--- config.mk ---
export PLATFORM = sky130hd
export DESIGN_NAME = timer_zero
export DESIGN_NICKNAME = d
export VERILOG_FILES = /design/src/include/timer_zero_pkg.sv /design/src/hdl/edge_sync.sv /design/src/hdl/prescaler.sv /design/src/hdl/timer_zero.sv
export VERILOG_INCLUDE_DIRS = /design/src /design/src/include
export SDC_FILE = /design/constraint.sdc
export NUM_CORES = 1
export LEC_CHECK = 0
export BUFFER_PORTS_ARGS = -buffer_cell sky130_fd_sc_hd__buf_2
export CORE_MARGIN = 2
export CORE_UTILIZATION = 50
export DETAILED_ROUTE_END_ITERATION = 8
export PLACE_DENSITY = 0.76
export SLEW_MARGIN = 30
export SYNTH_ARGS = -nofsm -noshare
export SYNTH_HDL_FRONTEND = slang
export SYNTH_SLANG_ARGS = --single-unit
--- constraint.sdc ---
create_clock -name clock -period 2.3 [get_ports clock]
set_clock_uncertainty 0.15 [all_clocks]
set_input_delay 0.345 -clock clock [delete_from_list [all_inputs] [get_ports clock]]
set_output_delay 0.345 -clock clock [all_outputs]
set_load 0.02 [all_outputs]
--- src/include/timer_zero_defines.svh ---
// Constants for the 8-bit event/buzzer/PWM timer and its APB register map
`ifndef TIMER_ZERO_DEFINES_SVH
`define TIMER_ZERO_DEFINES_SVH

// Register byte offsets
`define ADDR_MODE      12'h000
`define ADDR_COUNT     12'h004
`define ADDR_RELOAD    12'h008
`define ADDR_STATUS    12'h00C
`define ADDR_GPIO      12'h010
`define ADDR_BITS      12

// Mode register field positions
`define MODE_PWM_BIT   0
`define MODE_TOG_BIT   1
`define MODE_ALD_BIT   2
`define MODE_SRC_BIT   3
`define MODE_RATE_LSB  4
`define MODE_RATE_MSB  6
`define MODE_ENB_BIT   7
`define MODE_IEN_BIT   8
`define MODE_WIDTH     9

// Status and GPIO fields
`define STAT_OVF_BIT   0
`define STAT_PIN_BIT   1
`define STAT_WAKE_BIT  2
`define STAT_LVL_BIT   3
`define GPIO_OUT_BIT   0
`define GPIO_OE_BIT    1

// Reset values and count limits
`define BYTE_ZERO      8'h00
`define BYTE_FULL      8'hFF
`define MASK_64        8'h3F
`define MASK_32        8'h1F
`define MASK_16        8'h0F
`define PRESCALE_W     8

`endif

--- src/include/timer_zero_pkg.sv ---
// Types shared by the timer block
package timer_zero_pkg;
	// PWM resolution picked by auto-reload and toggle bits
	typedef enum logic [1:0] {RES_256, RES_64, RES_32, RES_16} resolution_t;
	// Pin owner
	typedef enum logic [1:0] {PIN_GPIO, PIN_TOGGLE, PIN_PWM} pin_owner_t;
	typedef logic [7:0] byte_t;
endpackage

--- src/hdl/edge_sync.sv ---
// Two-stage synchroniser with falling-edge detector for the event pin
`timescale 1ns/1ps
module edge_sync
(
	// Clock and reset
	input  wire logic clock,
	input  wire logic rst_b,
	// Asynchronous pin and results
	input  wire logic pinIn,
	output logic      pinLevel,
	output logic      fallPulse
);
	logic stage1;
	logic stage2;
	logic stage3;

	// Only stage2 reads stage1; edge logic looks at stage2 and stage3
	always_ff @(posedge clock)
	begin
		if (!rst_b)
		begin
			stage1 <= 1'b1;
			stage2 <= 1'b1;
			stage3 <= 1'b1;
		end
		else
		begin
			stage1 <= pinIn;
			stage2 <= stage1;
			stage3 <= stage2;
		end
	end

	assign pinLevel  = stage2;
	assign fallPulse = stage3 & ~stage2;
endmodule

--- src/hdl/prescaler.sv ---
// Free-running instruction clock divider giving one-cycle count ticks
`timescale 1ns/1ps
`include "timer_zero_defines.svh"
module prescaler
(
	// Clock and reset
	input  wire logic       clock,
	input  wire logic       rst_b,
	// Rate code and tick
	input  wire logic [2:0] rateSel,
	output logic            tick
);
	logic [`PRESCALE_W-1:0] divCount;
	logic [`PRESCALE_W-1:0] next_divCount;
	logic [`PRESCALE_W-1:0] divMask;

	// Code 000 divides by 256 down to 111 by 2
	assign divMask       = `BYTE_FULL >> rateSel;
	assign next_divCount = divCount + 8'h01;
	assign tick          = (divCount & divMask) == divMask;

	always_ff @(posedge clock)
	begin
		if (!rst_b)
			divCount <= `BYTE_ZERO;
		else
			divCount <= next_divCount;
	end
endmodule

--- src/hdl/timer_zero.sv ---
// 8-bit timer with event counting, overflow toggle output and PWM, APB slave
`timescale 1ns/1ps
`include "timer_zero_defines.svh"
module timer_zero
(
	// Clock and reset
	input  wire logic        clock,
	input  wire logic        rst_b,
	// APB slave
	input  wire logic        psel,
	input  wire logic        penable,
	input  wire logic        pwrite,
	input  wire logic [11:0] paddr,
	input  wire logic [31:0] pwdata,
	output logic      [31:0] prdata,
	output logic             pready,
	output logic             pslverr,
	// Event pin, its GPIO services
	input  wire logic        event_input_pin,
	input  wire logic        powerSaving,
	output logic             pinWake,
	output logic             pinIrq,
	// Shared output pin
	output logic             shared_output_pin,
	output logic             sharedPinOe_b,
	// Overflow interrupt
	output logic             overflowIrq
);
	import timer_zero_pkg::*;

	////////////////////////////////////////////////////////////////////////
	// Register state
	logic [`MODE_WIDTH-1:0] timer_mode_control;
	timer_zero_pkg::byte_t  count_value;
	timer_zero_pkg::byte_t  reloadBuffer;
	timer_zero_pkg::byte_t  reload_value;
	logic                   overflow_flag;
	logic                   pin_interrupt_flag;
	logic                   toggleState;
	logic                   pwmState;
	logic                   gpioOut;
	logic                   gpioOe;
	logic                   enableSeen;
	logic                   pinLevel;
	logic                   pinFall;
	logic                   preTick;

	// Mode field views
	logic       pwm_output_enable;
	logic       toggle_output_enable;
	logic       auto_reload_enable;
	logic       event_source_select;
	logic [2:0] prescale_select;
	logic       timer_enable;
	logic       overflow_irq_enable;
	assign pwm_output_enable    = timer_mode_control[`MODE_PWM_BIT];
	assign toggle_output_enable = timer_mode_control[`MODE_TOG_BIT];
	assign auto_reload_enable   = timer_mode_control[`MODE_ALD_BIT];
	assign event_source_select  = timer_mode_control[`MODE_SRC_BIT];
	assign prescale_select      = timer_mode_control[`MODE_RATE_MSB:`MODE_RATE_LSB];
	assign timer_enable         = timer_mode_control[`MODE_ENB_BIT];
	assign overflow_irq_enable  = timer_mode_control[`MODE_IEN_BIT];

	////////////////////////////////////////////////////////////////////////
	// Helpers

	// Count mask for a resolution; the event source always runs all 8 bits
	function automatic timer_zero_pkg::byte_t boundaryMask(input resolution_t res);
		case (res)
			RES_64:  boundaryMask = `MASK_64;
			RES_32:  boundaryMask = `MASK_32;
			RES_16:  boundaryMask = `MASK_16;
			default: boundaryMask = `BYTE_FULL;
		endcase
	endfunction

	// Byte address match
	function automatic logic hit(input logic [11:0] a, input logic [11:0] want);
		hit = (a == want);
	endfunction

	////////////////////////////////////////////////////////////////////////
	// Pin synchroniser and prescaler
	edge_sync eventSync
	(
		.clock     (clock),
		.rst_b     (rst_b),
		.pinIn     (event_input_pin),
		.pinLevel  (pinLevel),
		.fallPulse (pinFall)
	);

	prescaler rateDivider
	(
		.clock   (clock),
		.rst_b   (rst_b),
		.rateSel (prescale_select),
		.tick    (preTick)
	);

	////////////////////////////////////////////////////////////////////////
	// Count path decode
	resolution_t           resolution;
	timer_zero_pkg::byte_t countMask;
	timer_zero_pkg::byte_t countNext;
	logic                  countTick;
	logic                  overflow;
	logic                  pwmMode;
	logic                  enableRise;
	logic                  busWrite;
	logic                  busRead;
	logic                  wrMode;
	logic                  wrCount;
	logic                  wrReload;
	logic                  wrStatus;
	logic                  wrGpio;
	logic                  mapped;
	pin_owner_t            pinOwner;

	// PWM only with source internal; bits pick resolution only when PWM on
	assign pwmMode    = pwm_output_enable & ~event_source_select;
	assign resolution = pwmMode ? resolution_t'({auto_reload_enable, toggle_output_enable})
	                            : RES_256;
	assign countMask  = boundaryMask(resolution);
	// Tick source: pin falling edges or prescaled instruction clock
	assign countTick  = timer_enable & (event_source_select ? pinFall : preTick);
	assign countNext  = (count_value + 8'h01) & countMask;
	// Overflow at the top of the active range; count goes to zero in PWM, else to the reload value
	assign overflow   = countTick & ((count_value & countMask) == countMask);
	assign enableRise = timer_enable & ~enableSeen;

	// APB decode, zero wait states
	assign busWrite = psel & penable & pwrite;
	assign busRead  = psel & penable & ~pwrite;
	assign wrMode   = busWrite & hit(paddr, `ADDR_MODE);
	assign wrCount  = busWrite & hit(paddr, `ADDR_COUNT);
	assign wrReload = busWrite & hit(paddr, `ADDR_RELOAD);
	assign wrStatus = busWrite & hit(paddr, `ADDR_STATUS);
	assign wrGpio   = busWrite & hit(paddr, `ADDR_GPIO);
	assign mapped   = hit(paddr, `ADDR_MODE) | hit(paddr, `ADDR_COUNT) | hit(paddr, `ADDR_RELOAD)
	                | hit(paddr, `ADDR_STATUS) | hit(paddr, `ADDR_GPIO);

	// Pin ownership: PWM first, toggle only when PWM is off, else last GPIO state
	assign pinOwner = (pwm_output_enable & timer_enable) ? PIN_PWM
	                : (toggle_output_enable & ~pwm_output_enable) ? PIN_TOGGLE
	                : PIN_GPIO;

	////////////////////////////////////////////////////////////////////////
	// Mode and GPIO registers
	always_ff @(posedge clock)
	begin
		if (!rst_b)
		begin
			timer_mode_control <= '0;
			gpioOut            <= 1'b0;
			gpioOe             <= 1'b0;
			enableSeen         <= 1'b0;
		end
		else
		begin
			if (wrMode)
				timer_mode_control <= pwdata[`MODE_WIDTH-1:0];
			if (wrGpio)
			begin
				gpioOut <= pwdata[`GPIO_OUT_BIT];
				gpioOe  <= pwdata[`GPIO_OE_BIT];
			end
			enableSeen <= timer_enable;
		end
	end

	////////////////////////////////////////////////////////////////////////
	// Counter. Software write wins over hardware in the same cycle, since
	// it is the only way to set a starting value
	always_ff @(posedge clock)
	begin
		if (!rst_b)
			count_value <= `BYTE_ZERO;
		else if (wrCount)
			count_value <= pwdata[7:0];
		else if (pwmMode & enableRise)
			count_value <= `BYTE_ZERO;
		else if (overflow)
			count_value <= pwmMode ? `BYTE_ZERO : (reload_value & countMask);
		else if (countTick)
			count_value <= countNext;
	end

	////////////////////////////////////////////////////////////////////////
	// Double-buffered reload: the write lands in the buffer, moves across at
	// overflow so a period never sees a half-changed duty
	always_ff @(posedge clock)
	begin
		if (!rst_b)
		begin
			reloadBuffer <= `BYTE_ZERO;
			reload_value <= `BYTE_ZERO;
		end
		else
		begin
			if (wrReload)
				reloadBuffer <= pwdata[7:0];
			// While stopped the buffer passes straight through for setup
			if (wrReload & ~timer_enable)
				reload_value <= pwdata[7:0];
			else if (overflow)
				reload_value <= reloadBuffer;
		end
	end

	////////////////////////////////////////////////////////////////////////
	// Overflow and pin interrupt flags; hardware set beats software clear
	always_ff @(posedge clock)
	begin
		if (!rst_b)
		begin
			overflow_flag      <= 1'b0;
			pin_interrupt_flag <= 1'b0;
		end
		else
		begin
			if (overflow)
				overflow_flag <= 1'b1;
			else if (wrStatus & pwdata[`STAT_OVF_BIT])
				overflow_flag <= 1'b0;
			if (event_source_select)
				pin_interrupt_flag <= 1'b0;
			else if (pinFall)
				pin_interrupt_flag <= 1'b1;
			else if (wrStatus & pwdata[`STAT_PIN_BIT])
				pin_interrupt_flag <= 1'b0;
		end
	end

	////////////////////////////////////////////////////////////////////////
	// Waveforms: toggle flips per overflow, so one period is two intervals
	always_ff @(posedge clock)
	begin
		if (!rst_b)
		begin
			toggleState <= 1'b0;
			pwmState    <= 1'b1;
		end
		else
		begin
			if (overflow)
				toggleState <= ~toggleState;
			if (~pwmMode | enableRise | overflow)
				pwmState <= 1'b1;
			else if (countTick & (countNext == (reload_value & countMask)))
				pwmState <= 1'b0;
		end
	end

	////////////////////////////////////////////////////////////////////////
	// Pin mux and flagged outputs, all registered
	logic next_pin;
	logic next_oe_b;
	always_comb
	begin
		next_pin  = gpioOut;
		next_oe_b = ~gpioOe;
		case (pinOwner)
			PIN_PWM:
			begin
				next_pin  = pwmState;
				next_oe_b = 1'b0;
			end
			PIN_TOGGLE:
			begin
				next_pin  = toggleState;
				next_oe_b = 1'b0;
			end
			default:
			begin
				next_pin  = gpioOut;
				next_oe_b = ~gpioOe;
			end
		endcase
	end

	always_ff @(posedge clock)
	begin
		if (!rst_b)
		begin
			shared_output_pin <= 1'b0;
			sharedPinOe_b     <= 1'b1;
			overflowIrq       <= 1'b0;
			pinIrq            <= 1'b0;
			pinWake           <= 1'b0;
		end
		else
		begin
			shared_output_pin <= next_pin;
			sharedPinOe_b     <= next_oe_b;
			overflowIrq       <= overflow_flag & overflow_irq_enable;
			pinIrq            <= pin_interrupt_flag & ~event_source_select;
			pinWake           <= powerSaving & pinFall & ~event_source_select;
		end
	end

	////////////////////////////////////////////////////////////////////////
	// APB read data and answer; unmapped address answers with pslverr
	logic [31:0] readMux;
	always_comb
	begin
		readMux = 32'h0000_0000;
		case (paddr)
			`ADDR_MODE:   readMux[`MODE_WIDTH-1:0] = timer_mode_control;
			`ADDR_COUNT:  readMux[7:0] = count_value;
			`ADDR_RELOAD: readMux[7:0] = reloadBuffer;
			`ADDR_STATUS:
			begin
				readMux[`STAT_OVF_BIT]  = overflow_flag;
				readMux[`STAT_PIN_BIT]  = pin_interrupt_flag;
				readMux[`STAT_WAKE_BIT] = pinWake;
				readMux[`STAT_LVL_BIT]  = pinLevel;
			end
			`ADDR_GPIO:
			begin
				readMux[`GPIO_OUT_BIT] = gpioOut;
				readMux[`GPIO_OE_BIT]  = gpioOe;
			end
			default: readMux = 32'h0000_0000;
		endcase
	end

	// Registered answer: pready rises with the first access cycle, holds one cycle
	always_ff @(posedge clock)
	begin
		if (!rst_b)
		begin
			prdata  <= 32'h0000_0000;
			pready  <= 1'b0;
			pslverr <= 1'b0;
		end
		else
		begin
			pready  <= psel & ~penable;
			pslverr <= psel & ~penable & ~mapped;
			prdata  <= (psel & ~penable & ~pwrite) ? readMux : prdata;
		end
	end
endmodule

# Yosys cells after proc, flatten, opt, wreduce, memory -nomap -nowiden
# Index checks and enable logic that the tools add are counted.
# op_classes
reduce_logical	8
muxes	22
bitwise	48
n_shift	1
n_eq_ne	12
addsub	2
# ops
cell	n
$mux W8	7
$and A8 B8 Y8	4
$and A1 B1 Y1	26
$eq A12 B4 Y1 const B	2
$eq A8 B8 Y1	3
$pmux W8 S3	1
$add A8 B1 Y8 const B	2
$eq A12 B3 Y1 const B	1
$eq A12 B5 Y1 const B	1
$logic_not A12 Y1	1
$not A1 Y1	12
$pmux W4 S3	1
$pmux W2 S5	1
$mux W1	8
$pmux W2 S4	1
$shr A8 B3 Y8 const A	1
$eq A2 B2 Y1 const B	3
$or A1 B1 Y1	6
$reduce_bool A2 Y1	3
$reduce_or A2 Y1	3
$eq A2 B1 Y1 const B	2
$mux W2	2
$reduce_bool A4 Y1	1
$pmux W1 S2	1
# totals
elab_cells	116
out_inout_bits	39
in_bits	51
reg_bits	67

# Logic depth before layout (Yosys ltp)
# Gate-level depths: netlist (run 1).
# logic_depth
word_depth	11
mapped_depth	8
mapped_depth_nobuf	6

# Modules after synthesis
# From an unflattened synthesis (run 1), not the netlist that was laid out.
# unflattened
cells_unflattened	430
area_unflattened_um2	3707.3
# by_module_without_submodules
mod	cells_per_inst	n_inst	area_each_um2	seq_area_each_um2
timer_zero	382	1	3254.4	1121.1
prescaler	41	1	367.9	160.2
edge_sync	7	1	85.1	60.1

# Worst setup path before layout (run 1)
# No wires, ideal clock.
# synth_timing
path_kind	register to register
from	register count_value[0]
to	register reload_value[2]
period_less_slack_ns	2.098
path_stages_with_launch	9
setup_slack_ns	0.202
setup_ns	0.091
t_arrival_ns	1.857
required_ns	2.059
n_path_buf	2
cell_sequence	dfxtp_1 ha_1 and3_1 o21ai_1 or3_1 buf_6 nand2b_4 buf_6 a311oi_1
# synth_via
elab_chain_cells	4
# synth_rtl
item	line_no	source
from (decl)	timer_zero.sv:34	timer_zero_pkg::byte_t count_value;
from (signal assigned)	timer_zero.sv:178	count_value <= `BYTE_ZERO;
from (signal assigned)	timer_zero.sv:180	count_value <= pwdata[7:0];
from (signal assigned)	timer_zero.sv:182	count_value <= `BYTE_ZERO;
$and A8 B8 Y8	timer_zero.sv:129	assign overflow = countTick & ((count_value & countMask) == countMask);
$eq A8 B8 Y1	timer_zero.sv:129	
$and A1 B1 Y1	timer_zero.sv:129	
$reduce_bool A2 Y1 (no line)	-	
to (signal assigned)	timer_zero.sv:197	reload_value <= `BYTE_ZERO;
to (signal assigned)	timer_zero.sv:205	reload_value <= pwdata[7:0];
to (signal assigned)	timer_zero.sv:207	reload_value <= reloadBuffer;
to (decl)	timer_zero.sv:36	timer_zero_pkg::byte_t reload_value;
# Every way passes these cells.
# A chain may end at the register's enable or synchronous reset.

# Worst setup path in the final report (run 1)
# layout_timing
from	register count_value[0]
to	register toggleState
# layout_via
elab_chain_cells	3
# layout_rtl
item	line_no	source
$and A8 B8 Y8	timer_zero.sv:129	
$eq A8 B8 Y1	timer_zero.sv:129	
$and A1 B1 Y1	timer_zero.sv:129	
to (signal assigned)	timer_zero.sv:247	toggleState <= ~toggleState;
to (decl)	timer_zero.sv:39	logic toggleState;
# Every way passes these cells.

==> key figures, run 1 <==
Timing
  – Post-route clock period utilization: between 90% and 100%
  – Final hold viol count: 0
  – Slew Limit Fails: 0
  – Crit path time final: roughly 2.2 ns
  – Worst-Margin Slew: roughly 0.73 ns
  – Max_slew headroom: 51.0%
  – Final setup viols: 0
  – Hold slack: about 0.024 ns
  – FMAX: about 460 MHz

CTS
  – Hold buffers post-CTS: 0
  – CTS tree: built
  – Num CTS Buffers: 9
  – Clk buf depth: 2
  – Root Driver: clkbuf_8
  – Insertion delay to the later sink of the worst-skew pair: 0.35 ns
  – H-tree level count: 3
  – Reg clk slew, reported paths: about 0.080 ns
  – Clock sinks: between 60 and 70

Layout
  – # fillers: ~600
  – Post-Layout Cell Count: 580
  – Antenna Cells: 0
  – Area delta synth->final: 17.2%
  – Share of cells above drive strength 1: roughly a quarter
  – Final nets: 532

Floorplanning
  – Die height: ~89 µm
  – Die area: around 8000 µm²
  – Row count: 30
  – Core Box Area: just under 7000 µm²
  – Starting Density: between 50% and 60%
  – Die W: roughly 89 µm
  – # IOs: 90

Pwr
  – Worst VDD drop: between 0.4 and 0.5 mV
  – Internal Pwr Total: 1.79 mW
  – Sequential Power Share: approximately 50%
  – Gate power share: approximately 7%
  – Clock power frac: 43.4%
  – Tot Pwr: 2.37 mW
  – Lkg Pwr: 1.82 nW
  – Pwr/cell area: about 560 nW/µm²
  – Switching power: 587 µW
  – Switch share: 24.7%

Placed design
  – Routability-driven placement congestion ratio: about 0.93
  – Dpl cells: ~560
  – Port bufs: 43
  – DPL Wire Length: roughly 6800 µm

Logic synthesis
  – Synthesis-stage register bit count: 67
  – Ys async rst share: 0%
  – Post-synth EDFFs: 0
  – Synthesized cell area: around 3600 µm²
  – Syn Area/Cell: 8.69 µm²
  – Number of library cell types mapped by synthesis: 63
  – Mapped Cells: 415
  – Yosys warnings: 0
  – Area contributors post-synth: dfxtp_1, mux2i_1, buf_4
  – Post-synthesis sequential area ratio: 37.2%
  – Top-area cell type share of the netlist area: between 30% and 40%
  – Primary FF master, synth: dfxtp_1
  – Area leader, netlist: dfxtp_1

Global routing
  – Vias in the first global route: roughly 3100
  – Gr usage total: 24.3%
  – Overflow left after global routing: 0
  – Antenna violations before repair: 0
  – First-pass GRT wire length: between 10000 and 15000 µm
  – Largest net degree at the start of global routing: 27

Run
  – Maxcap violations: 0

Routing
  – Vias post-DR: 3275
  – Routed Antenna Nets: 0
  – Detailed-router iteration count before antenna repair: 5
  – DR WL/cell: ~16 µm
  – Drt total wl: between 9000 and 10000 µm
  – Initial DRC Count: about 320
  – DRC violations left: 0
  – Vias per cell: between 5 and 6

Setup path
  – Critical Path RT: 2.43 ns
  – Critical Path Most Common Cell: or3_1
  – Startpoint Class: register
  – Critical path class: register to register
  – CP delay by family, top: simple AND/OR/NAND/NOR gates
  – Crit Path Max Fanout: 12
  – Worst EP arrival: ~2.3 ns
  – Cells along the critical path: ha_1 > and3_2 > o21ai_1 > or3_1 > buf_4 > or3_1 > a21oi_1
  – CP max-delay cell: or3_1
  – CP endpoint kind: register
  – Worst Path Buf+Inv: 1
  – CP max stage delay: 0.35 ns

Hold path
  – Hold Crit Class: primary input to register

Run status
  – Outcome: finished clean
[through the flow]
stage / area [µm²] / util [%] / setup WS, ns / TNS (ns)
2_1_floorplan: 3690 / - / 0.202 / 0
3_3_place_gp: 3990 / 58.0 / 0.185 / 0
3_5_place_dp: 3990 / 58.0 / 0.151 / 0
4_1_cts: 4200 / 61.1 / 0.123 / 0
5_1_grt: 4230 / 61.6 / -0.00219 / -0.00219
6_report: 4230 / 61.6 / 0.141 / 0
[power by group through the flow]
stage          combinational (mW)  sequential (mW)  clock (mW)
2_1_floorplan               0.121             1.21           0
3_3_place_gp                0.158             1.20           0
3_5_place_dp                0.160             1.20           0
4_1_cts                     0.161             1.18        1.05
5_1_grt                     0.179             1.18        1.08
6_report                    0.164             1.18        1.03
[routing by layer]
layer,wire length [µm],up-vias,track usage (%)
li1,-,1572,-
met1,4070,1560,31.5
met2,4650,125,40.4
met3,495,18,5.63
met4,151,0,7.87
met5,0,-,0
[worst paths after layout]
kind,cells past startpoint,end,slack [ns],start
hold reg to reg,1,eventSync.pinLevel,0.27,eventSync.stage1
setup reg to reg,7,toggleState,0.14,count_value[0]
setup / recovery,7,toggleState,0.14,count_value[0]
hold / removal,2,eventSync.stage1,0.02,event_input_pin
[synthesized netlist by cell type (all sizes together), types with 4 or more instances]
cell type and count:
nor2b 5, and3 7, nor4 5, mux2 4, nand2 26, mux2i 26
nor3 12, nand4 4, and2 6, nand2b 6, dfxtp 67, clkbuf 14
nand3 16, xnor2 7, or3 5, nor2 43, o21ai 36, xor2 7
a22oi 4, inv 7, buf 34, nor3b 6, a211oi 11, a21oi 15
[what timing repair did]
item | CTS | global route
setup endpoints to repair | 0 | 8
setup buffers | 0 | 2
resized for setup | 0 | 4
[registers in the layout (all words and copies together), names as in the netlist, 8 cells and up]
register              count
count_value               8
reloadBuffer              8
reload_value              8
prdata                    9
timer_mode_control        9
rateDivider.divCount      8
[area by class of cell]
type | instances | area, µm² | share of cell area, %
clock buffers | 11 | 151 | 3.58
clock inverters | 5 | 60.1 | 1.42
inverters | 7 | 26.3 | 0.621
multi-input cells | 315 | 2040 | 48.3
flip-flops and latches | 67 | 1340 | 31.7
well taps | 96 | 120 | 2.84
repair buffers | 79 | 485 | 11.5
[cells by family after synthesis]
kind of cell	count (synthesis)	share of synthesized area, %
fa+ha+maj	2	0.694
mux	32	9.71
compound gates	90	16.1
xor+xnor	17	5.27
simple gates	151	22.0
buf+inv	55	8.91
other cells	1	0.104
flops	67	37.2
[worst reg2reg max path, delay by kind of cell, from the launching register on]
family	cells	cell delay, ns
compound gates	2	0.23
fa+ha+maj	1	0.23
buf+inv	1	0.19
flops	1	0.34
simple gates	3	0.95
[cells in the final DEF (no fill, tap or decap), drive strengths merged, types with 8 or more instances in the layout]
cell,n
a211oi,11
a21oi,15
buf,79
clkbuf,11
conb,23
dfxtp,67
inv,8
mux2i,26
nand2,26
nand3,16
nor2,43
nor3,12
o21ai,36
(Power assumes the default switching activity.)
==> run 2: changes to the inputs <==
CELL_PAD_IN_SITES_DETAIL_PLACEMENT = 0   (was unset)
CELL_PAD_IN_SITES_GLOBAL_PLACEMENT = 1   (was unset)
CORE_UTILIZATION = 39   (was 50)
PLACE_DENSITY = unset   (was 0.76)
PLACE_DENSITY_LB_ADDON = 0.1   (was unset)
==> run 2 against run 1 <==
Global-route usage shrank 3.5 points. Total power shrank 0.12%. Largest cell class unchanged. Register-to-register slack lost 0.02 ns. Sequential share of layout area shrank 0.14 points. Setup slack lost 0.025 ns. Non-clock buffer count grew 1. Cell count grew 2.6%. Combinational power grew 2%. Clock power is essentially flat. Maximum frequency shrank 1.1%. Sequential power is essentially flat.
==> key figures, run 2 (synthesis gave the netlist of run 1 again) <==
Layout
  – Antenna Cells: 0
  – Post-Layout Cell Count: about 600
  – Layout Utilization: a little under half
  – Share of cells above drive strength 1: a little under a quarter
  – # fillers: just over 900
  – Final nets: between 500 and 600
  – Commonest non-fill, non-tap cell in the layout: dfxtp_1
  – Final instance area: roughly 4200 µm²
  – Largest regs: prdata x9, timer_mode_control x9
  – Area delta synth->final: 17.8%
  – Commonest cells after routing, fill and taps aside: dfxtp_1, buf_2, nor2_1

Global routing
  – First-pass GRT wire length: about 16000 µm
  – Vias in the first global route: between 3000 and 4000
  – Largest net degree at the start of global routing: 21
  – Antenna violations before repair: 0
  – Overflow left after global routing: 0
  – Gr usage total: a little over a fifth

Setup path
  – Setup slack, reg-to-reg: about 0.12 ns
  – Critical Path RT: around 2.4 ns
  – Worst EP arrival: approximately 2.3 ns
  – Critical path class: register to register
  – Reg-to-reg endpoint: reload_value[2]
  – CP endpoint kind: register
  – Critical path startpoint: timer_mode_control[3]
  – Crit Path Max Fanout: 13
  – Startpoint Class: register
  – Worst R2R Path Depth: 6
  – Worst r2r src: timer_mode_control[3]

CTS
  – Hold buffers post-CTS: 0
  – Resize count post-CTS: 0
  – Insertion delay to the later sink of the worst-skew pair: between 0.3 and 0.4 ns
  – Post-CTS Setup Bufs: 0
  – CTS tree: built
  – Clk buf depth: 2
  – H-tree level count: 3
  – Root Driver: clkbuf_8
  – Num CTS Buffers: 9
  – Reg clk slew, reported paths: around 0.080 ns
  – Clock sinks: 67

Placed design
  – Port bufs: between 40 and 50
  – Post-DP Area: about 4000 µm²
  – DPL Wire Length: approximately 7500 µm
  – Routability-driven placement congestion ratio: 0.912
  – Post-placement setup slack: ~0.08 ns
  – Dpl cells: between 500 and 600

Floorplanning
  – Die W: between 100 and 150 µm
  – # IOs: 90
  – Row count: 35
  – Die area: between 10000 and 15000 µm²
  – Die height: approximately 100 µm
  – Starting Density: roughly two fifths
  – Core Box Area: just over 9000 µm²

Hold path
  – Hold Crit Depth: 2
  – Hold_sp: event_input_pin
  – Hold path endpoint: eventSync.stage1
  – Hold Crit Class: primary input to register

Pwr
  – Worst VDD drop: approximately 0.27 mV
  – Lkg Pwr: around 1.8 nW
  – Tot Pwr: 2.37 mW
  – Pwr/cell area: 558 nW/µm²

Routing
  – Initial DRC Count: 93
  – Vias per cell: 5.33
  – DRC violations left: 0
  – Vias post-DR: 3170
  – Detailed-router iteration count before antenna repair: 4
  – Routed Antenna Nets: 0
  – DR WL/cell: roughly 17 µm
  – Drt total wl: 10100 µm

Timing
  – Final WS setup: between 0.1 and 0.15 ns
  – Worst-Margin Slew: roughly 0.8 ns
  – Max_slew headroom: a little under half
  – Crit path time final: roughly 2.2 ns
  – Final hold viol count: 0
  – Final setup viols: 0
  – Hold slack: ~0.023 ns
  – Slew Limit Fails: 0
  – Setup TNS: 0 ns
  – RSZ-0062 raised after global routing: no
  – Post-route clock period utilization: a little over nine tenths
  – FMAX: ~460 MHz

Run
  – Maxcap violations: 0

Run status
  – Outcome: finished clean
[run 2: final cells by class]
class                      instances  area (µm²)  share of cell area [%]
timing repair buffer              80         505                    11.9
inverter                           7        26.3                   0.619
multi-input combinational        315        2030                    47.9
clock inverter                     4        50.0                    1.18
sequential                        67        1340                    31.6
tap                              111         139                    3.27
clock buffer                      11         151                    3.56
[run 2: how the worst max path moves through the flow]
| stage | endpoint | slack (ns) |
|---|---|---|
| final | reload_value[2] | 0.12 |
| after global routing | reload_value[2] | 0.004 |
| after CTS | reload_value[2] | 0.07 |
| after detailed placement | reload_value[2] | 0.08 |
| after global placement | pwmState | 0.01 |
| after floorplan | reload_value[2] | 0.20 |
[run 2: critical path: stages (launching register included)]
cell	delay, ns
dfxtp_1	0.41
nand2b_1	0.23
o21a_1	0.21
or3_1	0.43
buf_12	0.18
nand2b_4	0.21
a311oi_1	0.28
[run 2: power by group]
| group | leakage (nW) | switching [mW] | internal (mW) | total, mW |
|---|---|---|---|---|
| clock network | 0.0974 | 0.473 | 0.552 | 1.03 |
| registers | 0.542 | 0.00547 | 1.17 | 1.18 |
| logic | 1.18 | 0.113 | 0.0551 | 0.168 |
| total | 1.82 | 0.592 | 1.78 | 2.37 |
[run 2: layer usage]
| layer | vias to the layer above | GRT usage [%] | part of all wire [%] |
|---|---|---|---|
| met1 | 1496 | 27.8 | 46 |
| met2 | 96 | 33.3 | 48 |
| met3 | 12 | 3.76 | 4.9 |
| li1 | 1566 | - | - |
| met5 | - | 0 | 0 |
| met4 | 0 | 8.54 | 1.7 |
==> run 3: changes to the inputs <==
CORE_UTILIZATION = 40   (was 39)
SYNTH_HIERARCHICAL = 1   (was unset)
==> run 3 against run 2 <==
The flow now finishes with violations (setup timing). Cell count increased by 5.7%. Total power decreased by 1.7%. Combinational power about the same. First-iteration DRC count increased to 2.5 times the previous value. Count of clock-buffer cells in the layout unchanged. Maximum frequency decreased by 6.8%. Sequential cell count unchanged. Die area increased by 0.19%. Critical path depth increased by 5. Worst hold slack improved by 0.0072 ns.
==> key figures, run 3 <==
Timing
  – Final setup viols: 3
  – Slew Limit Fails: 0
  – RSZ-0062 raised after global routing: yes
  – Max_slew headroom: between 60% and 70%
  – FMAX: roughly 430 MHz
  – Final WS setup: -0.0431 ns
  – Post-route clock period utilization: 102%
  – Crit path time final: ~2.3 ns
  – Final hold viol count: 0
  – Worst-Margin Slew: between 0.5 and 0.6 ns

Layout
  – Share of cells above drive strength 1: approximately 27%
  – Post-Layout Cell Count: about 630
  – Final instance area: ~4500 µm²
  – Final nets: approximately 570
  – Commonest non-fill, non-tap cell in the layout: dfxtp_1
  – Antenna Cells: 0
  – Area delta synth->final: 22.0%
  – Commonest cells after routing, fill and taps aside: dfxtp_1, buf_4, nand2_1
  – Layout Utilization: about half
  – Largest regs: prdata x9, timer_mode_control x9

Logic synthesis
  – Most frequent cells after synthesis: dfxtp_1, nand2_1, nor2_1
  – Primary FF master, synth: dfxtp_1
  – Syn Area/Cell: approximately 8.6 µm²
  – Area contributors post-synth: dfxtp_1, mux2i_1, nand2_1
  – Ys async rst share: 0%
  – Post-synth EDFFs: 0
  – Synthesized cell area: between 3000 and 4000 µm²
  – Mapped Cells: 430
  – Number of library cell types mapped by synthesis: 62
  – Count leader, synth: dfxtp_1
  – Post-synthesis sequential area ratio: between 30% and 40%
  – Synthesis-stage register bit count: 67
  – Yosys warnings: 6
  – Area leader, netlist: dfxtp_1
  – Top-area cell type share of the netlist area: a little over a third

Floorplanning
  – Starting Density: roughly two fifths
  – Die W: ~100 µm
  – Die height: around 100 µm
  – Core Box Area: between 9000 and 10000 µm²
  – Row count: 35
  – Die area: 10100 µm²
  – # IOs: 90

Pwr
  – Pwr/cell area: roughly 520 nW/µm²
  – Tot Pwr: 2.33 mW
  – Lkg Pwr: 1.97 nW
  – Worst VDD drop: 0.297 mV

CTS
  – Hold buffers post-CTS: 0
  – Reg clk slew, reported paths: about 0.070 ns
  – Clk buf depth: 2
  – H-tree level count: 3
  – Num CTS Buffers: 9
  – Clock sinks: 67
  – CTS tree: built
  – Root Driver: clkbuf_8
  – Insertion delay to the later sink of the worst-skew pair: ~0.34 ns

Global routing
  – Gr usage total: 21.8%
  – Vias in the first global route: approximately 3100
  – Antenna violations before repair: 0
  – First-pass GRT wire length: around 17000 µm
  – Overflow left after global routing: 0
  – Largest net degree at the start of global routing: 39

Run status
  – Failing checks: setup timing
  – Outcome: finished with violations

Setup path
  – Critical path startpoint: rateDivider/divCount[3]
  – Worst R2R Path Depth: 11
  – Worst r2r src: rateDivider/divCount[3]
  – Critical Path RT: around 2.4 ns
  – Crit Path Max Fanout: 4
  – Startpoint Class: register
  – Worst EP arrival: between 2 and 2.5 ns
  – Critical path class: register to register
  – CP endpoint kind: register

Routing
  – DR WL/cell: about 17 µm
  – Initial DRC Count: 233
  – DRC violations left: 0
  – Routed Antenna Nets: 0
  – Drt total wl: roughly 10000 µm
  – Vias per cell: 5.23
  – Detailed-router iteration count before antenna repair: 5
  – Vias post-DR: about 3300

Hold path
  – Hold_sp: event_input_pin
  – Hold Crit Class: primary input to register
  – Hold Crit Depth: 2

Placed design
  – Post-DP Area: approximately 4200 µm²
  – Port bufs: 43
  – DPL Wire Length: 7810 µm
  – Routability-driven placement congestion ratio: about 0.81
  – Dpl cells: slightly above 600

Run
  – Maxcap violations: 0
## run 3: cell count changes after synthesis, moves of 4 or more
cell / before / now
nor3_1: 11 / 7
o211ai_1: 2 / 9
o211a_1: 0 / 6
a21boi_0: 1 / 14
a211oi_1: 11 / 4
o21ai_0: 34 / 14
nor2b_1: 5 / 18
nand2_1: 26 / 53
nor2_1: 42 / 31
## run 3: worst paths after layout
| check | to | slack, ns |
|---|---|---|
| max | pwmState | -0.04 |
| min | eventSync/stage1 | 0.03 |
| max reg2reg | pwmState | -0.04 |
| min reg2reg | eventSync/pinLevel | 0.27 |
## run 3: where the power goes
part	switching [mW]	internal (mW)	total, mW
Clock	0.459	0.525	0.984
Sequential	0.00600	1.17	1.18
Combinational	0.110	0.0601	0.170
Total	0.575	1.75	2.33
## run 3: critical path, cell delays in order, from the launching register on
cell and delay, ns:
dfxtp_2 0.34, buf_4 0.13, o31a_1 0.28, o211a_1 0.24
mux2_4 0.29, nand2_4 0.08, nor4b_4 0.05, buf_4 0.15
nand2b_1 0.16, buf_4 0.16, nor2_4 0.10, o211ai_1 0.08
## run 3: kinds of logic (layout without fill, tap and decap cells)
| family | after synthesis | in the layout | synth area share (%) |
|---|---|---|---|
| other | 1 | 23 | 0.101 |
| AND/OR/NAND/NOR | 170 | 170 | 24.0 |
| XOR/XNOR | 16 | 16 | 3.78 |
| flip-flops | 67 | 67 | 36.2 |
| multiplexers | 30 | 30 | 8.88 |
| AO/OA/AOI/OAI | 92 | 92 | 17.7 |
| adder cells (fa/ha/maj) | 2 | 2 | 0.675 |
| buffers and inverters | 52 | 118 | 8.71 |
## run 3: layer usage
layer  track usage (%)  up-vias  wire [µm]
met5                 0        -          0
met3              2.65       10        445
met4              6.95        0        114
met2              35.8       81       4930
li1                  -     1641          -
met1              30.0     1557       4910
## run 3: metrics by stage
stage                     setup slack, ns  TNS (ns)  hold WS (ns)
after global routing               -0.163     -1.35        0.0365
after CTS                         -0.0337   -0.0992        0.0169
after floorplan                   0.00285         0         0.236
after global placement             -0.140    -0.507         0.247
final                             -0.0431    -0.118        0.0303
after detailed placement           -0.176    -0.914         0.252
## run 3: repair_timing
action                                  4_1_cts  5_1_grt
pin swaps                                     7        2
gates resized for setup                      13        6
buffers inserted                              3        0
endpoints found under the setup margin       13       15
## run 3: layout make-up
class	instances	area [µm²]
fillers	948	4590
well taps	111	139
inverters	6	22.5
repair buffers	97	633
clock buffers	11	141
multi-input cells	333	2180
clock inverters	4	51.3
flip-flops and latches	67	1350
